[config.mk]
export PLATFORM = sky130hd
export DESIGN_NAME = fcs_sequencer
export DESIGN_NICKNAME = d
export VERILOG_FILES = /design/src/common/fcs_pkg.sv /design/src/logic/fcs_ctrl_bits.sv /design/src/logic/fcs_sequencer.sv
export SDC_FILE = /design/constraint.sdc
export NUM_CORES = 1
export LEC_CHECK = 0
export ABC_AREA = 1
export BUFFER_PORTS_ARGS = -buffer_cell sky130_fd_sc_hd__buf_2
export CAP_MARGIN = 10
export CORE_ASPECT_RATIO = 0.9
export CORE_MARGIN = 1.5
export CORE_UTILIZATION = 55
export CTS_BUF_LIST = sky130_fd_sc_hd__clkbuf_4 sky130_fd_sc_hd__clkbuf_8
export DETAILED_ROUTE_END_ITERATION = 8
export GPL_ROUTABILITY_DRIVEN = 0
export PLACE_DENSITY_LB_ADDON = 0.2
export SETUP_SLACK_MARGIN = 0.02
export SLEW_MARGIN = 40
export SYNTH_ARGS = -nofsm -noshare
export SYNTH_HDL_FRONTEND = slang
export SYNTH_SLANG_ARGS = --single-unit
export TNS_END_PERCENT = 30
[constraint.sdc]
create_clock -name pclk -period 3.25 [get_ports pclk]
set_clock_uncertainty 0.1 [all_clocks]
set_input_delay 0.1625 -clock pclk [delete_from_list [all_inputs] [get_ports pclk]]
set_output_delay 0.1625 -clock pclk [all_outputs]
set_load 0.01 [all_outputs]
[src/common/fcs_pkg.sv]
// Purpose: shared constants and types of the flash rewrite sequencer
// Assumes: 16-bit command words, 32-bit register bus
// Notes: register offsets are byte addresses, field positions are bit numbers
package fcs_pkg;
  // command codes, low byte only
  localparam logic [7:0] CMD_RD_ARRAY = 8'hFF;
  localparam logic [7:0] CMD_RD_STATUS = 8'h70;
  localparam logic [7:0] CMD_CLR_STATUS = 8'h50;
  localparam logic [7:0] CMD_PROGRAM = 8'h40;
  localparam logic [7:0] CMD_BLK_ERASE = 8'h20;
  localparam logic [7:0] CMD_ERASE_ALL = 8'hA7;
  localparam logic [7:0] CMD_LOCK_PROG = 8'h77;
  localparam logic [7:0] CMD_LOCK_READ = 8'h71;
  localparam logic [7:0] CMD_CONFIRM = 8'hD0;
  // register offsets
  localparam logic [11:0] OFS_CTRL_PRI = 12'h000;
  localparam logic [11:0] OFS_CTRL_SEC = 12'h004;
  // flash_control_primary fields
  localparam int PRI_READY_BIT = 0;
  localparam int PRI_ENABLE_BIT = 1;
  localparam int PRI_LOCKDIS_BIT = 2;
  localparam int PRI_PERR_BIT = 6;
  localparam int PRI_EERR_BIT = 7;
  // flash_control_secondary fields
  localparam int SEC_MODE_BIT = 1;
  localparam int SEC_LOCKRES_BIT = 6;
  // status_byte fields
  localparam int ST_READY_BIT = 7;
  localparam int ST_EERR_BIT = 5;
  localparam int ST_PERR_BIT = 4;
  // values after reset, erased word, erase-all last block, control bit count
  localparam logic RST_ERR = 1'b0;
  localparam logic RST_LOCK_RES = 1'b0;
  localparam logic RST_STATUS_MODE = 1'b0;
  localparam logic [15:0] ERASED_WORD = 16'hFFFF;
  localparam logic [3:0] LAST_ALL_BLK = 4'hC;
  localparam int CTRL_BITS = 3;
  typedef enum logic [2:0] {
    ST_IDLE, ST_WAIT2, ST_CHECK, ST_VERIFY, ST_RUN, ST_NEXT
  } fcs_state_e;
  typedef enum logic [1:0] {
    OP_PROGRAM, OP_ERASE, OP_LOCK_PROG, OP_LOCK_READ
  } fcs_op_e;
endpackage

[src/logic/fcs_ctrl_bits.sv]
// Purpose: rewrite enable, lock disable and mode select bits
// Assumes: one write strobe per register bus write
// Notes: a bit goes to 1 only after a 0 written by the write just before
`timescale 1ns/1ps
module fcs_ctrl_bits (
  // clock and reset
  input wire logic pclk,
  input wire logic presetn,
  // write side
  input wire logic any_wr,
  input wire logic [fcs_pkg::CTRL_BITS-1:0] wr_hit,
  input wire logic [fcs_pkg::CTRL_BITS-1:0] wbit,
  input wire logic intervene,
  input wire logic nmi_high,
  input wire logic force_clr,
  // bit values, 0 enable, 1 lock disable, 2 mode select
  output logic [fcs_pkg::CTRL_BITS-1:0] q
);
  import fcs_pkg::*;

  logic [CTRL_BITS-1:0] q_r;
  logic [CTRL_BITS-1:0] q_nxt;
  logic [CTRL_BITS-1:0] armed_r;
  logic [CTRL_BITS-1:0] armed_nxt;
  wire en_cleared = wr_hit[0] & ~wbit[0];

  //////////////////////////////////////////////////////////////////////
  genvar i;
  generate
    for (i = 0; i < CTRL_BITS; i++) begin : g_bit
      // the other two bits need rewrite enable already set
      wire allowed = (i == 0) ? 1'b1 : q_r[0];
      wire set_ok = armed_r[i] & nmi_high & allowed;
      // an interrupt or dma between the two writes cancels the arming
      assign armed_nxt[i] = intervene ? 1'b0 :
                            any_wr ? (wr_hit[i] & ~wbit[i]) :
                            armed_r[i];
      always_comb begin
        q_nxt[i] = q_r[i];
        if (wr_hit[i]) begin
          q_nxt[i] = wbit[i] & (set_ok | q_r[i]);
        end
        if ((i == 2) && en_cleared) begin
          q_nxt[i] = 1'b0;
        end
        if (force_clr) begin
          q_nxt[i] = 1'b0;
        end
      end

    end
  endgenerate

  always_ff @(posedge pclk or negedge presetn) begin
    if (!presetn) begin
      q_r <= '0;
      armed_r <= '0;
    end else begin
      q_r <= q_nxt;
      armed_r <= armed_nxt;
    end
  end

  assign q = q_r;
endmodule

[src/logic/fcs_sequencer.sv]
// Purpose: command sequencer for cpu rewriting of the on-chip flash
// Assumes: array reports done with a one-cycle pulse on pclk
// Notes: control bits live on apb; commands arrive on the rom port
//
// What the document requires of this block and of its software
// commands are 16-bit words at even addresses; only the low byte counts
// FFh selects read array mode, which persists until another command
// after 70h, reads of any even address return the status byte
// software must not read status in the flash-executed mode
// 50h clears both error flags in control register and status byte
// 40h then data to the same even address starts auto program
// ready reads 0 throughout any auto program or erase
// after auto program, program error is 1 on failure, 0 on success
// an already programmed word cannot be programmed again before erase
// in ram-executed mode program start forces status mode, ready low
// 20h then D0h at a block's top even address erases that block
// after auto erase, erase error is 1 on failure, 0 on success
// in ram-executed mode erase forces status mode until FFh or 71h
// A7h then D0h erases blocks 0 to 12 in turn, never block A
// software must not erase all from flash while its block is open
// setting a control bit needs a 0 write immediately before the 1
// nmi, or watchdog in ram mode, clears control and aborts operation
// software sets clock to at most 10 MHz and wait states first
// software must not start dma while ready is 0 in flash mode
// software clears rewrite enable before wait or stop mode
// no program, erase or lock commands while the main clock stops
// 77h then D0h at a block's top address locks that block
// 71h then D0h reports lock state: 1 unlocked, 0 locked
// status byte: ready bit 7, erase error bit 5, program error bit 4
// while an error flag is set, program and erase commands are refused
// status reads drive the upper eight data bits to zero
//
// The implementer's own choices: the register addresses and the APB slave port.
`timescale 1ns/1ps
module fcs_sequencer #(
  parameter int AW = 20,
  parameter int BLK_W = 4
) (
  // clock and reset
  input wire logic pclk,
  input wire logic presetn,
  // apb slave
  input wire logic psel,
  input wire logic penable,
  input wire logic pwrite,
  input wire logic [11:0] paddr,
  input wire logic [31:0] pwdata,
  output logic [31:0] prdata,
  output logic pready,
  output logic pslverr,
  // cpu access to user rom
  input wire logic rom_wr,
  input wire logic rom_rd,
  input wire logic [AW-1:0] rom_addr,
  input wire logic [15:0] rom_wdata,
  output logic [15:0] rom_rdata,
  // flash array
  output logic [AW-1:0] arr_addr,
  input wire logic [15:0] arr_rdata,
  input wire logic [BLK_W-1:0] arr_addr_blk,
  output logic [BLK_W-1:0] arr_blk,
  input wire logic arr_locked,
  output logic arr_start,
  output fcs_pkg::fcs_op_e arr_kind,
  output logic [15:0] arr_wdata,
  input wire logic arr_done,
  input wire logic arr_fail,
  input wire logic arr_lock_bit,
  output logic arr_abort,
  // system events
  input wire logic nmi_req,
  input wire logic wdt_req,
  input wire logic irq_dma_event,
  input wire logic nmi_pin_n
);
  import fcs_pkg::*;

  //////////////////////////////////////////////////////////////////////
  // state
  fcs_state_e state_r, state_nxt;
  fcs_op_e kind_r, kind_nxt;
  logic [7:0] cmd_r, cmd_nxt;
  logic [AW-1:0] op_addr_r, op_addr_nxt;
  logic [15:0] op_data_r, op_data_nxt;
  logic [BLK_W-1:0] blk_r, blk_nxt;
  logic word_ok_r, word_ok_nxt;
  logic status_mode_r, status_mode_nxt;
  logic prog_err_r, prog_err_nxt;
  logic erase_err_r, erase_err_nxt;
  logic lock_res_r, lock_res_nxt;
  logic start_r, start_nxt;
  logic abort_r;
  logic nmi_s1_r, nmi_s2_r;
  logic [15:0] rom_rdata_r;
  logic [31:0] prdata_r;
  logic [CTRL_BITS-1:0] ctrl_q;

  //////////////////////////////////////////////////////////////////////
  // decode
  wire rewrite_enable = ctrl_q[0];
  wire lock_protect_disable = ctrl_q[1];
  wire rewrite_mode_select = ctrl_q[2];
  wire ram_mode = ~rewrite_mode_select;
  // odd addresses carry no commands
  wire wr_ev = rom_wr & ~rom_addr[0] & rewrite_enable;
  wire [7:0] code = rom_wdata[7:0];
  wire abort = nmi_req | (wdt_req & ram_mode);
  wire busy = (state_r != ST_IDLE) && (state_r != ST_WAIT2);
  wire ready_w = ~busy;
  wire err_any = prog_err_r | erase_err_r;
  wire locked_eff = arr_locked & ~lock_protect_disable;
  wire guarded_cmd = (code == CMD_PROGRAM) || (code == CMD_BLK_ERASE) ||
                     (code == CMD_ERASE_ALL) || (code == CMD_LOCK_PROG);
  wire all_mode = (cmd_r == CMD_ERASE_ALL);
  wire show_status = status_mode_r | (busy & ram_mode);
  logic [7:0] status_byte;

  always_comb begin
    status_byte = 8'h00;
    status_byte[ST_READY_BIT] = ready_w;
    status_byte[ST_EERR_BIT] = erase_err_r;
    status_byte[ST_PERR_BIT] = prog_err_r;
  end

  //////////////////////////////////////////////////////////////////////
  // apb: one wait-free access, read data captured in the setup cycle
  wire apb_setup = psel & ~penable;
  wire apb_wr = psel & penable & pwrite;
  wire hit_pri = (paddr == OFS_CTRL_PRI);
  wire hit_sec = (paddr == OFS_CTRL_SEC);
  logic [31:0] pri_w, sec_w;

  always_comb begin
    pri_w = 32'h0000_0000;
    pri_w[PRI_READY_BIT] = ready_w;
    pri_w[PRI_ENABLE_BIT] = rewrite_enable;
    pri_w[PRI_LOCKDIS_BIT] = lock_protect_disable;
    pri_w[PRI_PERR_BIT] = prog_err_r;
    pri_w[PRI_EERR_BIT] = erase_err_r;
    sec_w = 32'h0000_0000;
    sec_w[SEC_MODE_BIT] = rewrite_mode_select;
    sec_w[SEC_LOCKRES_BIT] = lock_res_r;
  end

  wire [31:0] rd_mux = hit_pri ? pri_w : hit_sec ? sec_w : 32'h0000_0000;
  wire [CTRL_BITS-1:0] wr_hit = {apb_wr & hit_sec, apb_wr & hit_pri,
                                 apb_wr & hit_pri};
  wire [CTRL_BITS-1:0] wbit = {pwdata[SEC_MODE_BIT],
                               pwdata[PRI_LOCKDIS_BIT],
                               pwdata[PRI_ENABLE_BIT]};

  assign pready = 1'b1;
  assign pslverr = psel & penable & ~(hit_pri | hit_sec);
  assign prdata = prdata_r;

  fcs_ctrl_bits u_ctrl (
    .pclk(pclk),
    .presetn(presetn),
    .any_wr(apb_wr),
    .wr_hit(wr_hit),
    .wbit(wbit),
    .intervene(irq_dma_event),
    .nmi_high(nmi_s2_r),
    .force_clr(abort),
    .q(ctrl_q)
  );

  //////////////////////////////////////////////////////////////////////
  // command state machine
  always_comb begin
    state_nxt = state_r;
    kind_nxt = kind_r;
    cmd_nxt = cmd_r;
    op_addr_nxt = op_addr_r;
    op_data_nxt = op_data_r;
    blk_nxt = blk_r;
    word_ok_nxt = word_ok_r;
    status_mode_nxt = status_mode_r;
    prog_err_nxt = prog_err_r;
    erase_err_nxt = erase_err_r;
    lock_res_nxt = lock_res_r;
    start_nxt = 1'b0;
    unique case (state_r)
      ST_IDLE: begin
        if (wr_ev) begin
          if (code == CMD_RD_ARRAY) begin
            status_mode_nxt = 1'b0;
          end else if (code == CMD_RD_STATUS) begin
            status_mode_nxt = 1'b1;
          end else if (code == CMD_CLR_STATUS) begin
            prog_err_nxt = 1'b0;
            erase_err_nxt = 1'b0;
          end else if (guarded_cmd && !err_any) begin
            cmd_nxt = code;
            op_addr_nxt = rom_addr;
            state_nxt = ST_WAIT2;
          end else if (code == CMD_LOCK_READ) begin
            cmd_nxt = code;
            status_mode_nxt = 1'b0;
            state_nxt = ST_WAIT2;
          end
        end
      end
      ST_WAIT2: begin
        if (wr_ev) begin
          state_nxt = ST_IDLE;
          if (cmd_r == CMD_PROGRAM) begin
            // program data may end in FFh, so it is never a read array
            if (rom_addr == op_addr_r) begin
              op_data_nxt = rom_wdata;
              kind_nxt = OP_PROGRAM;
              state_nxt = ST_CHECK;
            end else begin
              prog_err_nxt = 1'b1;
              erase_err_nxt = 1'b1;
            end
          end else if (code == CMD_RD_ARRAY) begin
            status_mode_nxt = 1'b0;
          end else if (code == CMD_CONFIRM) begin
            op_addr_nxt = rom_addr;
            state_nxt = ST_CHECK;
            if (cmd_r == CMD_BLK_ERASE || all_mode) begin
              kind_nxt = OP_ERASE;
            end else if (cmd_r == CMD_LOCK_PROG) begin
              kind_nxt = OP_LOCK_PROG;
            end else begin
              kind_nxt = OP_LOCK_READ;
            end
          end else begin
            // wrong second word: sequence error
            prog_err_nxt = 1'b1;
            erase_err_nxt = 1'b1;
          end
        end
      end
      ST_CHECK: begin
        // the array resolves the block of the target address
        blk_nxt = all_mode ? '0 : arr_addr_blk;
        word_ok_nxt = (arr_rdata == ERASED_WORD);
        state_nxt = ST_VERIFY;
      end
      ST_VERIFY: begin
        state_nxt = ST_RUN;
        start_nxt = 1'b1;
        status_mode_nxt = status_mode_r | ram_mode;
        if (kind_r == OP_PROGRAM && (locked_eff || !word_ok_r)) begin
          prog_err_nxt = 1'b1;
          start_nxt = 1'b0;
          state_nxt = ST_IDLE;
        end else if (kind_r == OP_ERASE && locked_eff) begin
          start_nxt = 1'b0;
          if (all_mode) begin
            state_nxt = ST_NEXT; // locked blocks are skipped
          end else begin
            erase_err_nxt = 1'b1;
            state_nxt = ST_IDLE;
          end
        end
      end
      ST_RUN: begin
        if (arr_done) begin
          state_nxt = all_mode ? ST_NEXT : ST_IDLE;
          if (kind_r == OP_LOCK_READ) begin
            lock_res_nxt = arr_lock_bit;
          end else if (arr_fail && kind_r == OP_ERASE) begin
            erase_err_nxt = 1'b1;
          end else if (arr_fail) begin
            prog_err_nxt = 1'b1;
          end
          if (!all_mode && !ram_mode) begin
            status_mode_nxt = 1'b0;
          end
        end
      end
      ST_NEXT: begin
        if (blk_r == BLK_W'(LAST_ALL_BLK)) begin
          state_nxt = ST_IDLE;
          if (!ram_mode) begin
            status_mode_nxt = 1'b0;
          end
        end else begin
          blk_nxt = blk_r + BLK_W'(1);
          state_nxt = ST_VERIFY;
        end
      end
    endcase
    if (abort) begin
      state_nxt = ST_IDLE;
      status_mode_nxt = RST_STATUS_MODE;
      prog_err_nxt = RST_ERR;
      erase_err_nxt = RST_ERR;
      lock_res_nxt = RST_LOCK_RES;
      start_nxt = 1'b0;
    end
  end

  //////////////////////////////////////////////////////////////////////
  // registers
  always_ff @(posedge pclk or negedge presetn) begin
    if (!presetn) begin
      state_r <= ST_IDLE;
      kind_r <= OP_PROGRAM;
      cmd_r <= 8'h00;
      op_addr_r <= '0;
      op_data_r <= 16'h0000;
      blk_r <= '0;
      word_ok_r <= 1'b0;
      status_mode_r <= RST_STATUS_MODE;
      prog_err_r <= RST_ERR;
      erase_err_r <= RST_ERR;
      lock_res_r <= RST_LOCK_RES;
      start_r <= 1'b0;
      abort_r <= 1'b0;
    end else begin
      state_r <= state_nxt;
      kind_r <= kind_nxt;
      cmd_r <= cmd_nxt;
      op_addr_r <= op_addr_nxt;
      op_data_r <= op_data_nxt;
      blk_r <= blk_nxt;
      word_ok_r <= word_ok_nxt;
      status_mode_r <= status_mode_nxt;
      prog_err_r <= prog_err_nxt;
      erase_err_r <= erase_err_nxt;
      lock_res_r <= lock_res_nxt;
      start_r <= start_nxt;
      abort_r <= abort & busy;
    end
  end

  // nmi pin sampled through two stages before it may let an armed bit be set
  always_ff @(posedge pclk or negedge presetn) begin
    if (!presetn) begin
      nmi_s1_r <= 1'b0;
      nmi_s2_r <= 1'b0;
    end else begin
      nmi_s1_r <= nmi_pin_n;
      nmi_s2_r <= nmi_s1_r;
    end
  end

  always_ff @(posedge pclk or negedge presetn) begin
    if (!presetn) begin
      rom_rdata_r <= 16'h0000;
      prdata_r <= 32'h0000_0000;
    end else begin
      if (rom_rd) begin
        rom_rdata_r <= show_status ? {8'h00, status_byte} : arr_rdata;
      end
      if (apb_setup) begin
        prdata_r <= rd_mux;
      end
    end
  end

  //////////////////////////////////////////////////////////////////////
  // array and cpu outputs; the address follows the cpu unless busy
  assign arr_addr = busy ? op_addr_r : rom_addr;
  assign arr_blk = blk_r;
  assign arr_start = start_r;
  assign arr_kind = kind_r;
  assign arr_wdata = op_data_r;
  assign arr_abort = abort_r;
  assign rom_rdata = rom_rdata_r;

  wire idle_cmd = (state_r == ST_IDLE) && wr_ev && !abort;
endmodule

==> reports/metrics.cfg <==
[run_status]
status = finished clean

[routing]
ant_nets = 0
drc_errors = 0
wirelength_um = 13800
drtIter0Drc = 472
routedWlPerCell_um = 13.5
routed_via_density = 5.14
vias = 5257
dr.pass1.iters = 7

[final_layout]
final_cells = 1022
area_growth_pct = 26.9
post-route-util = 0.729
fin_area_mm2 = 0.00675
n_antenna_cell = 0
layout_commonest_cell = nand2_1
final_cell_mix = 153 x nand2_1, 149 x buf_2, 89 x dfrtp_1, 84 x inv_1, 57 x o21ai_0
drive_above_1_share = 0.273
final_nets = 1013

[logic_synthesis]
yosys_most_used_dff = dfrtp_1
synth-async-reset-ratio = 1.00
ys.warnings.count = 0
synth_cells = 697
synth-edff-count = 0
synth-seq-cells = 89
seq_area_frac_synth = 0.419
netlist_area_mm2 = 0.00532
synth_cell_type_count = 44
avgSynthCellArea_um2 = 7.63

[global_routing]
antenna_found_initial = 0
grt_pass1_vias = 4768
grt_first_pass_wirelength_um = 22300
grt_max_degree = 61
overflow = 0
grt.total_usage = 0.274

[timing]
finalSetupViolCount = 0
fin_crit_sh = 0.714
tightest_slew_ns = 0.679
worst_hold_slack_ns = 0.0170
drv_slew = 0
fin_ws_ns = 0.929
relSlewSlack = 0.543
fmax_mhz = 431
min_period_ns = 2.32
grt_setup_unrepaired = no
hold_violations = 0
tns_ns = 0

[clocking]
post_cts_resized = 0
clock_latency_ns = 0.36
cts.htree.levels = 3
cts_buffers = 9
root_buffer = clkbuf_8
cts_buffer_depth = 2
cts_setup_buffers = 0
cts_tree = yes
clk_pin_slew_ns = 0.09
cts_sinks = 89

[placed_design]
dp_hpwl_um = 9770
port-buffer-count = 150
postPlaceCellArea_mm2 = 0.00603
post-place-ws_ns = 0.916
post-place-cells = 954

[floorplanning]
die_y_um = 96.3
rows = 33
core-area_mm2 = 0.00925
ioPinCount = 209
dieArea_mm2 = 0.0103
start_util = 0.575
fp.dieW_um = 107

[worst_setup_path]
required_ns = 2.99
worstSetupPathType = reg -> out
critPathMaxFanout = 28
cp-start-kind = flip-flop
arrival_ns = 2.06
end_kind = primary output

[flow_run]
maxCapViolCount = 0

[min_path]
hp-class = in -> reg

[power]
p_leak_nw = 3.61
vdd_ir_drop_max_mv = 0.228
p_per_area_mw_per_mm2 = 342
power.total_mw = 2.30

cells by family (layout without fill, tap and decap cells):
logic type | Yosys count | after routing | synth area share
AOI/OAI and AO/OA | 137 | 137 | 0.157
xor gates and xnor gates | 11 | 11 | 0.0181
adders and majority gates | 3 | 3 | 0.00706
buffers and inverters | 151 | 328 | 0.137
DFF | 89 | 89 | 0.419
other | 2 | 28 | 0.00141
and+or+nand+nor | 304 | 304 | 0.260
state kept, by name (all words and copies together) (netlist names), 2 cells and up:
| register | flops |
|---|---|
| u_ctrl.q | 3 |
| arr_wdata | 16 |
| arr_kind | 2 |
| rom_rdata | 16 |
| op_addr_r | 20 |
| prdata | 5 |
| u_ctrl.armed_r | 3 |
| state_r | 3 |
| cmd_r | 8 |
| arr_blk | 4 |
Yosys cell counts (all sizes together) (3+ instances only):
cell type  count  share of area
ha             3         0.0071
dfrtp         89           0.42
nand2        171           0.13
nand3         48          0.049
xnor2          5         0.0082
inv          105          0.075
o21ai        104           0.12
nor2          50          0.040
o31ai          3         0.0042
clkbuf         9         0.0064
xor2           6         0.0099
nor3          13          0.012
o21a           3         0.0042
nand4         13          0.015
nand3b         3         0.0042
nor4           3         0.0035
buf           37          0.056
a21oi         18          0.020
where the power goes:
part	switching, mW	internal, mW	total (mW)
clock network	0.399	0.367	0.766
logic	0.214	0.160	0.374
registers	0.0232	1.14	1.16
final timing paths:
path	from	to	slack, ns	cells after the start
max in group asynchronous	presetn	op_addr_r[14]	2.17	3
max reg2reg	cmd_r[0]	arr_wdata[9]	1.02	10
min in group asynchronous	presetn	op_addr_r[17]	0.23	2
min	rom_wdata[1]	arr_wdata[1]	0.02	3
min reg2reg	nmi_s1_r	nmi_s2_r	0.25	0
max	state_r[1]	arr_addr[7]	0.93	7
worst max-delay path, cell delays in order (launching register included):
cell,delay (ns)
dfrtp_1,0.43
inv_2,0.09
ha_1,0.22
buf_4,0.22
inv_1,0.39
nand2_1,0.11
o21ai_0,0.10
buf_2,0.16
metal layers:
layer,routed length [um],global-route usage
met4,233,0.0811
met1,5950,0.353
met5,0,0
met3,831,0.0440
met2,6790,0.478
area by class of cell:
type	count	area (um2)
fill	711	2500
multi-input combinational	483	2460
sequential	89	2230
timing repair buffer	207	1320
inverter	105	399
tap	122	153
clock buffer	10	131
clock inverter	6	65.1
repair_timing:
| action | in CTS | in global routing |
|---|---|---|
| endpoints found under the setup margin | 0 | 0 |
| hold buffers | 52 | 0 |
| endpoints found under the hold margin | 109 | 0 |
Power figures use the tool's default switching activity.
